[src/hw/mcu_decode_pkg.sv]
`default_nettype none
package mcu_decode_pkg;

    localparam int PC_W   = 21;
    localparam int WORD_W = 16;
    localparam int DATA_W = 8;

    // ------------------------------------------------------------
    // Opcode groups (top nibble) and sub-function codes
    // ------------------------------------------------------------
    localparam logic [3:0] OPC_MISC    = 4'h0;
    localparam logic [3:0] OPC_LOGIC   = 4'h1;
    localparam logic [3:0] OPC_ROTC    = 4'h3;
    localparam logic [3:0] OPC_ROTN    = 4'h4;
    localparam logic [3:0] OPC_SUB     = 4'h5;
    localparam logic [3:0] OPC_TEST    = 4'h6;
    localparam logic [3:0] OPC_SKIPSET = 4'ha;
    localparam logic [3:0] OPC_SKIPCLR = 4'hb;
    localparam logic [3:0] OPC_MOVE2   = 4'hc;
    localparam logic [3:0] OPC_BRANCH  = 4'he;
    localparam logic [3:0] OPC_SECOND  = 4'hf;

    localparam logic [1:0] FN_XOR        = 2'h2;
    localparam logic [1:0] FN_ROTR       = 2'h0;
    localparam logic [1:0] FN_ROTL       = 2'h1;
    localparam logic [1:0] FN_W_MINUS_FB = 2'h1;
    localparam logic [1:0] FN_F_MINUS_WB = 2'h2;
    localparam logic [1:0] FN_F_MINUS_W  = 2'h3;
    localparam logic [1:0] FN_TEST       = 2'h1;
    localparam logic       D_TEST        = 1'b1;

    localparam logic [7:0]  HI_JUMP    = 8'hef;
    localparam logic [7:0]  HI_LOADFSR = 8'hee;
    localparam logic [6:0]  HI_CALL    = 7'h76;
    localparam logic [7:0]  HI_RETLIT  = 8'h0c;
    localparam logic [15:0] W_POP      = 16'h0006;
    localparam logic [15:0] W_PUSH     = 16'h0005;
    localparam logic [15:0] W_SLEEP    = 16'h0003;
    localparam logic [14:0] W_INTRET   = 15'h0008;
    localparam logic [14:0] W_RETURN   = 15'h0009;

    localparam logic [PC_W-1:0] PC_STEP = 21'h000002;
    localparam logic [4:0] FLAGS_ALL = 5'h1f;
    localparam logic [4:0] FLAGS_CZN = 5'h15;
    localparam logic [4:0] FLAGS_ZN  = 5'h14;
    localparam logic SLEEP_TIMEOUT   = 1'b1;
    localparam logic SLEEP_POWERDOWN = 1'b0;

    typedef enum logic [3:0] {
        alu_none = 4'h0, alu_rlc = 4'h1, alu_rrc = 4'h2,
        alu_rln  = 4'h3, alu_rrn = 4'h4, alu_w_minus_fb = 4'h5,
        alu_f_minus_w = 4'h6, alu_f_minus_wb = 4'h7, alu_xor = 4'h8
    } alu_op_e;

    typedef enum logic [1:0] {
        st_exec  = 2'b00,
        st_flush = 2'b01,
        st_skip  = 2'b10
    } state_e;

    typedef struct packed {
        logic negative;
        logic overflow_flag;
        logic zero;
        logic digit_carry_flag;
        logic carry;
    } status_s;

    typedef struct packed {
        logic [3:0] opc;
        logic [1:0] fn;
        logic       d;
        logic       a;
        logic [7:0] lit;
    } instr_s;

    typedef struct packed {
        logic [7:0]      result;
        logic            w_we;
        logic            f_we;
        logic            access_bank;
        logic [7:0]      file_addr;
        status_s         flags;
        logic [4:0]      flags_we;
        logic            pc_load;
        logic [PC_W-1:0] pc_target;
        logic            stack_push;
        logic            stack_pop;
        logic [PC_W-1:0] push_addr;
        logic            fast_save;
        logic            fast_restore;
        logic            irq_reenable;
        logic            prescaler_clear;
        logic            status_we;
        logic            timeout_status_bit;
        logic            powerdown_status_bit;
        logic            bubble;
    } exec_s;

endpackage
`default_nettype wire

[src/hw/byte_alu.sv]
`timescale 1ns/10ps
`default_nettype none
module byte_alu
    import mcu_decode_pkg::*;
(
    input  wire alu_op_e      op,
    input  wire logic [7:0]   w,
    input  wire logic [7:0]   f,
    input  wire logic         carry_in,
    output var  logic [7:0]   result,
    output var  status_s      flags,
    output var  logic [4:0]   flags_we
);
    logic [7:0] a;
    logic [7:0] b;
    logic       cin;
    logic [8:0] sum;
    logic [4:0] low;

    // Borrow is carry inverted, so subtraction is a + ~b + cin
    always_comb begin
        a   = f;
        b   = ~w;
        cin = (op == alu_f_minus_w) ? 1'b1 : carry_in;
        if (op == alu_w_minus_fb) begin
            a = w;
            b = ~f;
        end
        sum = {1'b0, a} + {1'b0, b} + {8'h00, cin};
        low = {1'b0, a[3:0]} + {1'b0, b[3:0]} + {4'h0, cin};
    end

    always_comb begin
        result   = sum[7:0];
        flags    = '0;
        flags_we = FLAGS_ALL;
        flags.carry            = sum[8];
        flags.digit_carry_flag = low[4];
        flags.overflow_flag    = (a[7] == b[7]) && (sum[7] != a[7]);
        unique case (op)
            alu_rlc: begin
                result      = {f[6:0], carry_in};
                flags.carry = f[7];
                flags_we    = FLAGS_CZN;
            end
            alu_rrc: begin
                result      = {carry_in, f[7:1]};
                flags.carry = f[0];
                flags_we    = FLAGS_CZN;
            end
            alu_rln: begin
                result   = {f[6:0], f[7]};
                flags_we = FLAGS_ZN;
            end
            alu_rrn: begin
                result   = {f[0], f[7:1]};
                flags_we = FLAGS_ZN;
            end
            alu_xor: begin
                result   = w ^ f;
                flags_we = FLAGS_ZN;
            end
            alu_none: flags_we = '0;
            default: ;
        endcase
        flags.zero     = (result == 8'h00);
        flags.negative = result[7];
    end
endmodule
`default_nettype wire

[src/hw/branch_unit.sv]
`timescale 1ns/10ps
`default_nettype none
module branch_unit
    import mcu_decode_pkg::*;
(
    input  wire logic [2:0]      cond,
    input  wire status_s         flags,
    input  wire logic [7:0]      offset,
    input  wire logic [PC_W-1:0] pc_next,
    output var  logic            taken,
    output var  logic [PC_W-1:0] target
);
    logic flag_bit;

    // Even selectors test a flag set, odd ones the flag clear
    always_comb begin
        unique case (cond[2:1])
            2'h0: flag_bit = flags.zero;
            2'h1: flag_bit = flags.carry;
            2'h2: flag_bit = flags.overflow_flag;
            2'h3: flag_bit = flags.negative;
        endcase
        taken  = flag_bit ^ cond[0];
        target = pc_next + {{(PC_W-9){offset[7]}}, offset, 1'b0};
    end
endmodule
`default_nettype wire

[src/hw/mcu_opcode_decoder_part.sv]
`timescale 1ns/10ps
`default_nettype none
module mcu_opcode_decoder_part
    import mcu_decode_pkg::*;
(
    input  wire logic              clock,
    input  wire logic              resetn,
    input  wire logic              instr_valid,
    input  wire logic [WORD_W-1:0] instr_word,
    input  wire logic [WORD_W-1:0] prefetch_word,
    input  wire logic [PC_W-1:0]   pc_next,
    input  wire logic [7:0]        working_register,
    input  wire logic [7:0]        file_value,
    input  wire logic [7:0]        port_pin_value,
    input  wire logic              operand_is_port,
    input  wire logic              operand_is_timer,
    input  wire logic              prescaler_on_timer,
    input  wire status_s           flags,
    input  wire logic [PC_W-1:0]   return_stack_top,
    input  wire logic              table_write_start,
    input  wire logic              table_write_done,
    input  wire logic              wake_event,
    output var  exec_s             exec,
    output var  logic              standby,
    output var  logic              table_write_hold
);

    // ------------------------------------------------------------
    // Instruction fields and internal signals
    // ------------------------------------------------------------
    instr_s          iw;
    state_e          state;
    state_e          next_state;
    exec_s           next_exec;
    logic            next_standby;
    logic            take;
    logic [7:0]      src;
    logic            bit_val;
    alu_op_e         alu_op;
    logic [7:0]      alu_result;
    status_s         alu_flags;
    logic [4:0]      alu_flags_we;
    logic            br_taken;
    logic [PC_W-1:0] br_target;
    logic [PC_W-1:0] abs_target;
    logic            is_branch;
    logic            is_jump;
    logic            is_call;
    logic            is_retlit;
    logic            is_intret;
    logic            is_return;
    logic            skip_test;
    logic            skip_hit;

    assign iw   = instr_s'(instr_word);
    assign take = instr_valid && !standby && (state == st_exec);

    // Pins, not the output latch, feed read-modify-write of a port
    assign src = operand_is_port ? port_pin_value : file_value;
    assign bit_val = src[{iw.fn, iw.d}];

    // Upper target bits come from the prefetched second word, so the
    // redirect is issued while that word is still in the pipe
    assign abs_target = {prefetch_word[11:0], iw.lit, 1'b0};

    function automatic logic two_word(input logic [WORD_W-1:0] w);
        two_word = (w[15:12] == OPC_MOVE2) || (w[15:8] == HI_JUMP)
                || (w[15:8] == HI_LOADFSR) || (w[15:9] == HI_CALL);
    endfunction

    // ------------------------------------------------------------
    // Operation classification
    // ------------------------------------------------------------
    always_comb begin
        alu_op = alu_none;
        unique case (iw.opc)
            OPC_ROTC: begin
                if (iw.fn == FN_ROTL) alu_op = alu_rlc;
                if (iw.fn == FN_ROTR) alu_op = alu_rrc;
            end
            OPC_ROTN: begin
                if (iw.fn == FN_ROTL) alu_op = alu_rln;
                if (iw.fn == FN_ROTR) alu_op = alu_rrn;
            end
            OPC_SUB: begin
                if (iw.fn == FN_W_MINUS_FB) alu_op = alu_w_minus_fb;
                if (iw.fn == FN_F_MINUS_W) alu_op = alu_f_minus_w;
                if (iw.fn == FN_F_MINUS_WB) alu_op = alu_f_minus_wb;
            end
            OPC_LOGIC: begin
                if (iw.fn == FN_XOR) alu_op = alu_xor;
            end
            default: alu_op = alu_none;
        endcase
    end

    assign is_branch = (iw.opc == OPC_BRANCH) && !iw.fn[1];
    assign is_jump   = (instr_word[15:8] == HI_JUMP);
    assign is_call   = (instr_word[15:9] == HI_CALL);
    assign is_retlit = (instr_word[15:8] == HI_RETLIT);
    assign is_intret = (instr_word[15:1] == W_INTRET);
    assign is_return = (instr_word[15:1] == W_RETURN);

    assign skip_test = (iw.opc == OPC_SKIPCLR)
                    || (iw.opc == OPC_SKIPSET)
                    || ((iw.opc == OPC_TEST) && (iw.fn == FN_TEST)
                        && (iw.d == D_TEST));

    always_comb begin
        skip_hit = (src == 8'h00);
        if (iw.opc == OPC_SKIPCLR) skip_hit = !bit_val;
        if (iw.opc == OPC_SKIPSET) skip_hit = bit_val;
    end

    byte_alu u_alu (
        .op       (alu_op),
        .w        (working_register),
        .f        (src),
        .carry_in (flags.carry),
        .result   (alu_result),
        .flags    (alu_flags),
        .flags_we (alu_flags_we)
    );

    branch_unit u_branch (
        .cond    ({iw.fn[0], iw.d, iw.a}),
        .flags   (flags),
        .offset  (iw.lit),
        .pc_next (pc_next),
        .taken   (br_taken),
        .target  (br_target)
    );

    // ------------------------------------------------------------
    // Decode of one executed word
    // ------------------------------------------------------------
    always_comb begin
        next_exec    = '0;
        next_exec.bubble = 1'b1;
        next_state   = state;
        next_standby = 1'b0;
        if (instr_valid && !standby) begin
            unique case (state)
                st_flush: next_state = st_exec;
                st_skip: begin
                    // Skipping a two-word op costs one more slot
                    next_state = two_word(instr_word) ? st_flush
                                                      : st_exec;
                end
                st_exec: begin
                    next_state = st_exec;
                    if (alu_op != alu_none) begin
                        next_exec.bubble      = 1'b0;
                        next_exec.result      = alu_result;
                        next_exec.flags       = alu_flags;
                        next_exec.flags_we    = alu_flags_we;
                        next_exec.f_we        = iw.d;
                        next_exec.w_we        = !iw.d;
                        next_exec.access_bank = iw.a;
                        next_exec.file_addr   = iw.lit;
                        next_exec.prescaler_clear = iw.d
                            && operand_is_timer && prescaler_on_timer;
                    end else if (skip_test) begin
                        next_exec.bubble      = 1'b0;
                        next_exec.access_bank = iw.a;
                        next_exec.file_addr   = iw.lit;
                        if (skip_hit) next_state = st_skip;
                    end else if (is_jump || is_call) begin
                        next_exec.bubble    = 1'b0;
                        next_exec.pc_load   = 1'b1;
                        next_exec.pc_target = abs_target;
                        next_exec.stack_push = is_call;
                        next_exec.push_addr = pc_next + PC_STEP;
                        next_exec.fast_save = is_call && iw.a;
                        next_state = st_flush;
                    end else if (is_branch) begin
                        next_exec.bubble = 1'b0;
                        if (br_taken) begin
                            next_exec.pc_load   = 1'b1;
                            next_exec.pc_target = br_target;
                            next_state = st_flush;
                        end
                    end else if (iw.opc == OPC_SECOND) begin
                        next_exec.bubble = 1'b1;
                    end else if (instr_word == W_POP) begin
                        next_exec.bubble    = 1'b0;
                        next_exec.stack_pop = 1'b1;
                    end else if (instr_word == W_PUSH) begin
                        next_exec.bubble     = 1'b0;
                        next_exec.stack_push = 1'b1;
                        next_exec.push_addr  = pc_next;
                    end else if (instr_word == W_SLEEP) begin
                        next_exec.bubble    = 1'b0;
                        next_exec.status_we = 1'b1;
                        next_exec.timeout_status_bit   = SLEEP_TIMEOUT;
                        next_exec.powerdown_status_bit = SLEEP_POWERDOWN;
                        next_standby = 1'b1;
                    end else if (is_intret || is_return || is_retlit) begin
                        next_exec.bubble    = 1'b0;
                        next_exec.stack_pop = 1'b1;
                        next_exec.pc_load   = 1'b1;
                        next_exec.pc_target = return_stack_top;
                        next_exec.irq_reenable = is_intret;
                        next_exec.fast_restore = !is_retlit
                                                 && instr_word[0];
                        next_exec.w_we   = is_retlit;
                        next_exec.result = iw.lit;
                        next_state = st_flush;
                    end
                end
                default: next_state = st_exec;
            endcase
        end
    end

    // ------------------------------------------------------------
    // Registers
    // ------------------------------------------------------------
    always_ff @(posedge clock) begin
        if (!resetn) state <= st_exec;
        else         state <= next_state;
    end

    always_ff @(posedge clock) begin
        if (!resetn) begin
            exec <= '0;
        end else begin
            exec <= next_exec;
        end
    end

    // Wake and entry in the same cycle: entry wins so it is not lost
    always_ff @(posedge clock) begin
        if (!resetn)           standby <= 1'b0;
        else if (next_standby) standby <= 1'b1;
        else if (wake_event)   standby <= 1'b0;
    end

    // Nothing the decoder does (standby, redirects) may drop this;
    // only the memory's own done clears it
    always_ff @(posedge clock) begin
        if (!resetn)                table_write_hold <= 1'b0;
        else if (table_write_start) table_write_hold <= 1'b1;
        else if (table_write_done)  table_write_hold <= 1'b0;
    end
endmodule
`default_nettype wire

[config.mk]
export PLATFORM = sky130hd
export DESIGN_NAME = mcu_opcode_decoder_part
export DESIGN_NICKNAME = d
export VERILOG_FILES = /design/src/hw/mcu_decode_pkg.sv /design/src/hw/byte_alu.sv /design/src/hw/branch_unit.sv /design/src/hw/mcu_opcode_decoder_part.sv
export SDC_FILE = /design/constraint.sdc
export NUM_CORES = 1
export LEC_CHECK = 0
export BUFFER_PORTS_ARGS = -buffer_cell sky130_fd_sc_hd__buf_4
export CORE_ASPECT_RATIO = 0.7
export CORE_MARGIN = 10
export CORE_UTILIZATION = 46
export DETAILED_ROUTE_END_ITERATION = 8
export PLACE_DENSITY = 0.77
export SYNTH_ARGS = -nofsm -noshare
export SYNTH_HDL_FRONTEND = slang
export SYNTH_SLANG_ARGS = --single-unit
[constraint.sdc]
create_clock -name clock -period 4.55 [get_ports clock]
set_input_delay 0.2275 -clock clock [delete_from_list [all_inputs] [get_ports clock]]
set_output_delay 0.2275 -clock clock [all_outputs]
set_load 0.005 [all_outputs]
==> summary.md, run 1 <==
| Metric | Value |
|---|---|
| Worst IR Drop VDD | `185 µV` |
| Number of global-route vias before repair | `5,853` |
| RR Endpoint | `exec[60]` |
| Area leader, netlist | `dfxtp_1` |
| Layout Area Growth over Synthesis | `33.3%` |
| Largest net degree at the start of global routing | `45` |
| Synth area leaders | `dfxtp_1 (29%), ha_1 (6.9%), nor2_1 (5.4%)` |
| Count of state elements after synthesis | `82` |
| Total I/O pin count | `196` |
| Setup CP Type | `input pin to register` |
| Syn Area/Cell | `8.23 µm²` |
| Reg2reg path depth | `8` |
| Commonest cells after routing, fill and taps aside | `buf_4 (201), dfxtp_1 (82), nor2_1 (80)` |
| Cells after synthesis | `682` |
| CTS sink cnt | `82` |
| PD cells | `275 mW/mm²` |
| Detail Route Antenna Nets | `0` |
| Final Max Slew Viols | `0` |
| Period utilization | `0.905` |
| Worst setup path endpoint | `exec[60]` |
| R2R setup slack | `1.49 ns` |
| Htree depth | `3` |
| Rel. slew slack | `0.176` |
| Initial antenna violation count | `0` |
| Synth top area share | `0.293` |
| 1st-iter DRT viols | `571` |
| Post-CTS setup buffer count | `0` |
| Setup TNS | `0 ns` |
| Mapped Area | `0.00561 mm²` |
| Fraction of power consumed by the clock network | `0.398` |
| Multi-input logic area | `0.00371 mm²` |
| Fin worst setup slack | `0.431 ns` |
| Avg WL per Cell | `21.6 µm` |
| Die height | `112 µm` |
| Clock buffer depth | `2` |
| Placed cells | `1,007` |
| Logic gate share of total power | `0.247` |
| Clock transition at path regs | `0.07 ns` |
| Cell Area, Placed | `0.00715 mm²` |
| Routability Congestion | `0.965` |
| DP HPWL | `17,800 µm` |
| Setup slack at placement | `0.0892 ns` |
| CTS tree | `done` |
| Sequential-to-total area share from yosys stat | `0.293` |
| Die X | `152 µm` |
| Via-to-Cell Ratio | `6.00` |
| Net Sw Frac | `0.298` |
| Lkg Pwr | `3.16 nW` |
| Register Area | `0.00164 mm²` |
| Netlist cell types | `78` |
| Core area | `0.0118 mm²` |
| Hold wc startpoint | `table_write_start` |
| Setup Viol. Count Final | `0` |
| RSZ-0062 raised after global routing | `false` |
| Clock Latency Late Sink | `0.34 ns` |
| 1st-pass router iterations | `6` |
| Worst setup EP type | `register` |
| Internal cell power | `0.00145 W` |
| Ys Warns | `0` |
| Crit path time final | `4.12 ns` |
| Routed vias | `6,137` |
| Mapped Nets | `828` |
| Crit. Startpoint | `instr_word[10]` |
| Detailed Route WL | `22,100 µm` |
| Worst Skew | `0.00465 ns` |
| Critical path peak fanout | `7` |
| Commonest non-fill, non-tap cell in the layout | `buf_4` |
| Reg2reg start | `standby` |
| Outcome | `finished, final reports clean` |
| Final Non-Filler Cells | `1,023` |
| Top FF cell, synth | `dfxtp_1` |
| Port bufs | `189` |
| Type of origin of the critical path | `input pin` |
| Cell area after layout | `0.00748 mm²` |
| Fin nets | `1,007` |
| Number of cell rows | `33` |
| Number of max-cap violations | `0` |
| Crit path arrival time | `4.37 ns` |
| Post-synth EDFFs | `0` |
| Root Driver | `clkbuf_16` |
| DRC violations left | `0` |
| Final Hold Viols | `0` |
| Layout cells sized above 1 | `0.285` |
| Total GRT Usage | `0.245` |
| Register share of total power | `0.355` |
| CTS Hold Bufs | `0` |
| Post-cts resize count | `0` |
| First-pass GRT wire length | `34,000 µm` |
| CTS buffer count | `9` |
| Grt ovf | `0` |
| Starting Density | `0.475` |
| Antenna diodes | `0` |
| Slew at the pin with the worst max-slew slack | `1.23 ns` |
| Worst Path Required | `4.80 ns` |
| Layout fillers | `1,053` |
| Worst hold path type | `input pin to register` |
| Fmax | `243 MHz` |
| NetSw | `0.000613 W` |
| Die area | `0.0171 mm²` |
| Post-synth ARST share | `0` |
[kinds of logic (layout without fill, tap and decap cells)]
kind of cell,Yosys count,count (layout),synth area share
buffers and inverters,58,242,0.0473
adder cells (fa/ha/maj),34,34,0.0798
flip-flops,82,82,0.293
XOR/XNOR,30,30,0.0468
other,1,1,0.000668
multiplexers,20,20,0.0435
AO/OA/AOI/OAI,194,194,0.250
AND/OR/NAND/NOR,263,263,0.240
[worst min-delay path by stage]
stage	end	cells past startpoint
2_1_floorplan	exec[5]	1
4_1_cts	table_write_hold	2
3_3_place_gp	table_write_hold	2
6_report	table_write_hold	2
5_1_grt	table_write_hold	2
3_5_place_dp	table_write_hold	2
[flip-flops by register name, summed over array words and instances (netlist names)]
signal and cells:
exec 78, state 2, standby 1, table_write_hold 1
[power groups by stage]
stage | Combinational (W) | Sequential [W] | Clock, W
floorplan | 0.000291 | 0.000747 | 0
global placement | 0.000488 | 0.000746 | 0
detailed placement | 0.000493 | 0.000746 | 0
CTS | 0.000495 | 0.000730 | 0.000823
global route | 0.000548 | 0.000730 | 0.000855
finish | 0.000509 | 0.000730 | 0.000820
[area by class of cell]
| type | instances | area share |
|---|---|---|
| Tap cell | 157 | 0.0263 |
| Multi-Input combinational cell | 542 | 0.496 |
| Sequential cell | 82 | 0.220 |
| Timing Repair Buffer | 201 | 0.202 |
| Inverter | 25 | 0.0125 |
| Clock buffer | 11 | 0.0325 |
| Clock inverter | 5 | 0.0114 |
[synthesized netlist by cell type (10+ instances only)]
library cell   n
nor2b_1       10
xnor2_1       20
nor3_1        33
clkbuf_1      20
mux2i_1       12
dfxtp_1       82
a21oi_1       53
a211oi_1      11
nand4_1       13
nand2_1       39
nand3_1       20
or3_1         12
and2_1        14
o211ai_1      10
inv_1         25
nor2_1        80
xor2_1        10
ha_1          31
a221oi_1      13
o21ai_0       23
o21a_1        11
[metal layers]
metal | up-vias | track usage | part of all wire
met3 | 31 | 0.0652 | 0.098
li1 | 2894 | - | -
met5 | - | 0 | 0
met2 | 348 | 0.335 | 0.40
met1 | 2864 | 0.367 | 0.49
met4 | 0 | 0.0582 | 0.016
[stage by stage]
stage / util / total power (W) / hold WS [ns]
6_report: 0.633 / 0.00206 / 0.0981
5_1_grt: 0.633 / 0.00213 / 0.106
4_1_cts: 0.633 / 0.00205 / 0.103
3_5_place_dp: 0.606 / 0.00124 / 0.452
3_3_place_gp: 0.606 / 0.00123 / 0.439
2_1_floorplan: - / 0.00104 / 0.306
[worst max-delay path, cell delays in order]
cell	delay (ns)
buf_4	0.14
inv_1	0.11
ha_1	0.23
or2_1	0.26
a311oi_4	0.43
nand3_2	0.17
nor2_1	0.13
a21oi_1	0.06
fa_1	0.47
fa_1	0.45
a21oi_1	0.21
a21oi_1	0.06
a311o_1	0.32
o31ai_4	0.10
xor2_1	0.17
mux2i_1	0.10
or4_1	0.54
nor4_2	0.16
(Power assumes the default switching activity.)
==> run 2: changes to the inputs <==
Settings changed: CORE_UTILIZATION 46 to 51, PLACE_DENSITY 0.77 to 0.81.
Clock period 4.55 ns to 3.9 ns, I/O delays scaled along.
==> run 2 against run 1 <==
Against the previous run:
- sequential power rose by 17%
- die area shrank 8.3%
- final cell count rose by 0.59%
- critical path type unchanged
- critical endpoint unchanged
==> summary.md, run 2 (synthesized netlist as in run 1, its figures left out) <==
| Metric | Value |
|---|---|
| Outcome | `finished, final reports clean` |
| Routed vias | `6,347` |
| Port bufs | `189` |
| Htree depth | `3` |
| Top Registers | `exec x78, state x2` |
| Post-cts resize count | `0` |
| Number of max-cap violations | `0` |
| Commonest cells after routing, fill and taps aside | `buf_4 (216), dfxtp_1 (82), nor2_1 (80)` |
| Worst setup EP type | `register` |
| CTS tree | `done` |
| Hold slack | `0.0748 ns` |
| Root Driver | `clkbuf_16` |
| Critical path peak fanout | `7` |
| Crit path arrival time | `3.87 ns` |
| Initial antenna violation count | `0` |
| Total I/O pin count | `196` |
| Fin nets | `1,022` |
| Clock transition at path regs | `0.06 ns` |
| Largest register FFs | `78` |
| Internal cell power | `0.00164 W` |
| Setup CP Type | `input pin to register` |
| Final Max Slew Viols | `0` |
| Commonest non-fill, non-tap cell in the layout | `buf_4` |
| DP HPWL | `17,500 µm` |
| CTS Hold Bufs | `0` |
| Starting Density | `0.532` |
| Setup TNS | `0 ns` |
| Net Sw Frac | `0.309` |
| Lkg Pwr | `3.23 nW` |
| First-pass GRT wire length | `33,100 µm` |
| RSZ-0062 raised after global routing | `false` |
| Worst Skew | `0.0124 ns` |
| Largest net degree at the start of global routing | `45` |
| Final Hold Viols | `0` |
| Worst hold path type | `input pin to register` |
| Number of cell rows | `31` |
| Type of origin of the critical path | `input pin` |
| Via-to-Cell Ratio | `6.17` |
| Detail Route Antenna Nets | `0` |
| Fmax | `276 MHz` |
| Core area | `0.0106 mm²` |
| Layout cells sized above 1 | `0.304` |
| CTS buffer count | `9` |
| Total GRT Usage | `0.263` |
| Rel. slew slack | `0.393` |
| Number of global-route vias before repair | `5,895` |
| Die X | `145 µm` |
| Register share of total power | `0.358` |
| Die area | `0.0157 mm²` |
| Post-CTS setup buffer count | `0` |
| Period utilization | `0.928` |
| 1st-iter DRT viols | `793` |
| Antenna diodes | `0` |
| Cell area after layout | `0.00758 mm²` |
| 1st-pass router iterations | `7` |
| Clock Latency Late Sink | `0.35 ns` |
| Fraction of power consumed by the clock network | `0.380` |
| NetSw | `0.000735 W` |
| DRC violations left | `0` |
| Layout Area Growth over Synthesis | `35.0%` |
| Biggest register | `exec` |
| Logic gate share of total power | `0.262` |
| Avg WL per Cell | `21.3 µm` |
| Grt ovf | `0` |
| Crit path time final | `3.62 ns` |
| Cell Area, Placed | `0.00727 mm²` |
| Routability Congestion | `0.998` |
| Setup Viol. Count Final | `0` |
| Worst IR Drop VDD | `269 µV` |
| CTS sink cnt | `82` |
| Die height | `108 µm` |
| Worst Path Required | `4.15 ns` |
| Clock buffer depth | `2` |
| Slew at the pin with the worst max-slew slack | `0.911 ns` |
| Detailed Route WL | `21,900 µm` |
| PD cells | `314 mW/mm²` |
## run 2: area by class of cell
class | count | area [µm²]
multi-input cells | 542 | 3720
fillers | 839 | 2970
flip-flops and latches | 82 | 1640
repair buffers | 216 | 1620
clock buffers | 10 | 239
well taps | 148 | 185
inverters | 25 | 93.8
clock inverters | 6 | 71.3
## run 2: worst max-delay path, stage by stage
cell and delay (ns):
buf_4 0.13, inv_1 0.10, ha_1 0.23, and4bb_1 0.26
a311oi_4 0.27, nand3_2 0.15, nor2_1 0.12, a21oi_1 0.06
fa_2 0.41, fa_2 0.37, a21oi_2 0.15, a21oi_1 0.06
a311o_1 0.37, o31ai_4 0.11, xor2_1 0.18, mux2i_1 0.11
or4_1 0.44, nor4_2 0.15
## run 2: final timing paths
check | from | end | slack (ns) | depth (start not counted)
hold reg to reg | state[0] | state[0] | 0.49 | 2
hold / removal | table_write_start | table_write_hold | 0.07 | 2
setup / recovery | instr_word[11] | exec[60] | 0.28 | 18
setup reg to reg | standby | exec[60] | 1.23 | 9
## run 2: metal layers
layer	global-route usage	share of wire	wire [µm]
met1	0.365	0.45	9810
met4	0.0748	0.017	375
met2	0.385	0.42	9130
met3	0.0790	0.12	2590
met5	0	0	0
## run 2: power by group through the flow
| stage | Clock (W) | Combinational (W) | Sequential [W] |
|---|---|---|---|
| CTS | 0.000909 | 0.000603 | 0.000851 |
| global route | 0.000937 | 0.000665 | 0.000852 |
| global placement | 0 | 0.000585 | 0.000870 |
| floorplan | 0 | 0.000341 | 0.000871 |
| detailed placement | 0 | 0.000599 | 0.000870 |
| finish | 0.000904 | 0.000623 | 0.000851 |
## run 2: stage by stage
step	std cells	power, W	util	setup WS, ns
2_1_floorplan	682	0.00121	-	0.0188
3_3_place_gp	1013	0.00145	0.689	0.0691
3_5_place_dp	1013	0.00147	0.689	-0.0199
4_1_cts	1029	0.00236	0.718	0.309
5_1_grt	1029	0.00245	0.718	0.0718
6_report	1029	0.00238	0.718	0.280
==> run 3: changes to the inputs <==
Settings changed: CAP_MARGIN set to 5, CORE_ASPECT_RATIO 0.7 to 1.1, CORE_UTILIZATION 51 to 53, PLACE_DENSITY 0.81 to 0.82, SYNTH_HIERARCHICAL set to 1.
==> run 3 against run 2 <==
Against the previous run:
- synthesized area grew 11%
- sequential power grew 2%
- worst hold slack lost 0.014 ns
- count of clock-buffer cells in the layout is the same
- global-route usage shrank 2.4 points
- critical path type unchanged
- critical endpoint unchanged
- highest routed layer unchanged
==> summary.md, run 3 <==
| Metric | Value |
|---|---|
| Cell Chain, Critical Path | `buf_4 > buf_4 > ha_1 > nor3b_1 > a21o_1 > nor2b_1 > nor2b_2 > a21o_1 > ha_1 > nor2_2 > inv_1 > ha_2 > or2_0 > o22ai_1 > nor3_1 > o211a_1 > or2_1 > a31oi_1 > or4bb_4 > a2111oi_4 > and2_1` |
| Detailed Route WL | `20,900 µm` |
| Period utilization | `0.936` |
| Cell area after layout | `0.00808 mm²` |
| Post-synth EDFFs | `0` |
| Most frequent cells after synthesis | `dfxtp_1 (84), nor2_1 (69), nand2_1 (55), a21oi_1 (52), nand3_1 (32)` |
| Number of cell rows | `41` |
| Synth top area share | `0.269` |
| Mapped Area | `0.00625 mm²` |
| Worst setup EP type | `register` |
| Syn Area/Cell | `8.24 µm²` |
| Post-synth ARST share | `0` |
| Number of max-cap violations | `0` |
| Worst hold path type | `input pin to register` |
| Netlist cell types | `95` |
| Setup Viol. Count Final | `0` |
| Via-to-Cell Ratio | `6.05` |
| CTS sink cnt | `84` |
| Utilization after layout | `0.703` |
| Die area | `0.0165 mm²` |
| Fin nets | `1,077` |
| Outcome | `finished, final reports clean` |
| Final Max Slew Viols | `0` |
| Crit path arrival time | `3.94 ns` |
| Largest net degree at the start of global routing | `33` |
| Worst IR Drop VDD | `160 µV` |
| Fmax | `274 MHz` |
| Root Driver | `clkbuf_16` |
| PD cells | `292 mW/mm²` |
| First-pass GRT wire length | `31,900 µm` |
| Ys Warns | `6` |
| Total I/O pin count | `196` |
| Mapped Nets | `898` |
| Area leader, netlist | `dfxtp_1` |
| Clock buffer depth | `2` |
| Biggest register | `exec` |
| Core area | `0.0115 mm²` |
| Routability Congestion | `0.998` |
| Die height | `134 µm` |
| Port bufs | `189` |
| CTS buffer count | `9` |
| Worst Path Required | `4.19 ns` |
| Worst setup path endpoint | `exec[60]` |
| Initial antenna violation count | `0` |
| Reg2reg start | `standby` |
| Count of state elements after synthesis | `84` |
| R2R setup slack | `1.25 ns` |
| Grt ovf | `0` |
| Antenna diodes | `0` |
| Sequential-to-total area share from yosys stat | `0.269` |
| Top FF cell, synth | `dfxtp_1` |
| Post-CTS setup buffer count | `0` |
| Critical path's largest stage delay | `0.50 ns` |
| Detail Route Antenna Nets | `0` |
| Die X | `124 µm` |
| Synth area leaders | `dfxtp_1 (27%), ha_1 (5.2%), a21oi_1 (4.2%)` |
| Cells after synthesis | `759` |
| CTS tree | `done` |
| Reg2reg path depth | `7` |
| DRC violations left | `0` |
| Clock transition at path regs | `0.06 ns` |
| Crit path time final | `3.65 ns` |
| Avg WL per Cell | `19.1 µm` |
| Total GRT Usage | `0.240` |
| RR Endpoint | `exec[38]` |
| Final Hold Viols | `0` |
| Critical path peak fanout | `5` |
| Worst Skew | `0.00495 ns` |
| Largest register FFs | `80` |
| Starting Density | `0.544` |
| Lkg Pwr | `3.46 nW` |
| DP HPWL | `16,300 µm` |
| Cell Area, Placed | `0.00779 mm²` |
| Setup CP Type | `input pin to register` |
| Htree depth | `3` |
| RSZ-0062 raised after global routing | `false` |
| Layout cells sized above 1 | `0.313` |
| Commonest non-fill, non-tap cell in the layout | `buf_4` |
| 1st-pass router iterations | `8` |
| Number of global-route vias before repair | `6,246` |
| Top Registers | `exec x80, state x2` |
| CP max-delay cell | `or4bb_4` |
| Crit. Startpoint | `instr_word[10]` |
| Commonest cells after routing, fill and taps aside | `buf_4 (218), dfxtp_1 (84), nor2_1 (69)` |
| Type of origin of the critical path | `input pin` |
| Rel. slew slack | `0.382` |
| Routed vias | `6,618` |
| Most numerous cell in the Yosys netlist | `dfxtp_1` |
| CTS Hold Bufs | `0` |
| Clock Latency Late Sink | `0.34 ns` |
| Layout Area Growth over Synthesis | `29.2%` |
| 1st-iter DRT viols | `854` |
| Slew at the pin with the worst max-slew slack | `0.927 ns` |
## run 3: how the worst min path moves through the flow
stage / startpoint / end / slack, ns / cells past startpoint
final: table_write_start / table_write_hold / 0.06 / 3
after global routing: operand_is_timer / exec[4] / 0.07 / 2
after CTS: table_write_start / table_write_hold / 0.06 / 3
after detailed placement: table_write_start / table_write_hold / 0.41 / 3
after global placement: table_write_start / table_write_hold / 0.41 / 3
after floorplan: pc_next[0] / exec[8] / 0.31 / 2
## run 3: repair_timing
action,4_1_cts,5_1_grt
setup endpoints to repair,0,2
endpoints found under the hold margin,0,0
resized for setup,0,1
## run 3: cells by family after synthesis
| family | Yosys count | share of synthesized area |
|---|---|---|
| simple gates | 316 | 0.278 |
| compound gates | 201 | 0.235 |
| flops | 84 | 0.269 |
| buf+inv | 69 | 0.0588 |
| fa+ha+maj | 35 | 0.0684 |
| xor+xnor | 28 | 0.0392 |
| mux | 25 | 0.0508 |
| other cells | 1 | 0.000600 |
## run 3: critical path, delay by kind of cell
kind,cells,cell delay (ns)
AOI/OAI and AO/OA,6,1.09
buffers and inverters,3,0.31
and+or+nand+nor,9,1.71
adders and majority gates,3,0.64
## run 3: metrics by stage
step	hold slack [ns]	setup TNS (ns)	total power, W	setup slack (ns)	cells
4_1_cts	0.0558	0	0.00236	0.242	1093
5_1_grt	0.0693	0	0.00246	0.0245	1093
3_5_place_dp	0.414	-0.117	0.00155	-0.117	1077
3_3_place_gp	0.410	-0.0224	0.00154	-0.0224	1077
2_1_floorplan	0.309	0	0.00131	0.00611	759
6_report	0.0611	0	0.00236	0.251	1093
## run 3: power by group
group / internal, W / switching [W]
combinational: 0.000307 / 0.000366
clock: 0.000448 / 0.000365
sequential: 0.000867 / 0.00000278
## run 3: layout make-up
type | count | area [µm²]
well taps | 150 | 188
multi-input cells | 606 | 4220
inverters | 19 | 71.3
repair buffers | 218 | 1640
clock inverters | 6 | 40.0
flip-flops and latches | 84 | 1680
fillers | 988 | 3410
clock buffers | 10 | 239
## run 3: per-layer routing
layer | vias up | part of all wire | track usage
met5 | - | 0 | 0
met4 | 0 | 0.031 | 0.0972
met3 | 45 | 0.089 | 0.0571
met2 | 290 | 0.50 | 0.422
met1 | 3118 | 0.38 | 0.268
li1 | 3165 | - | -
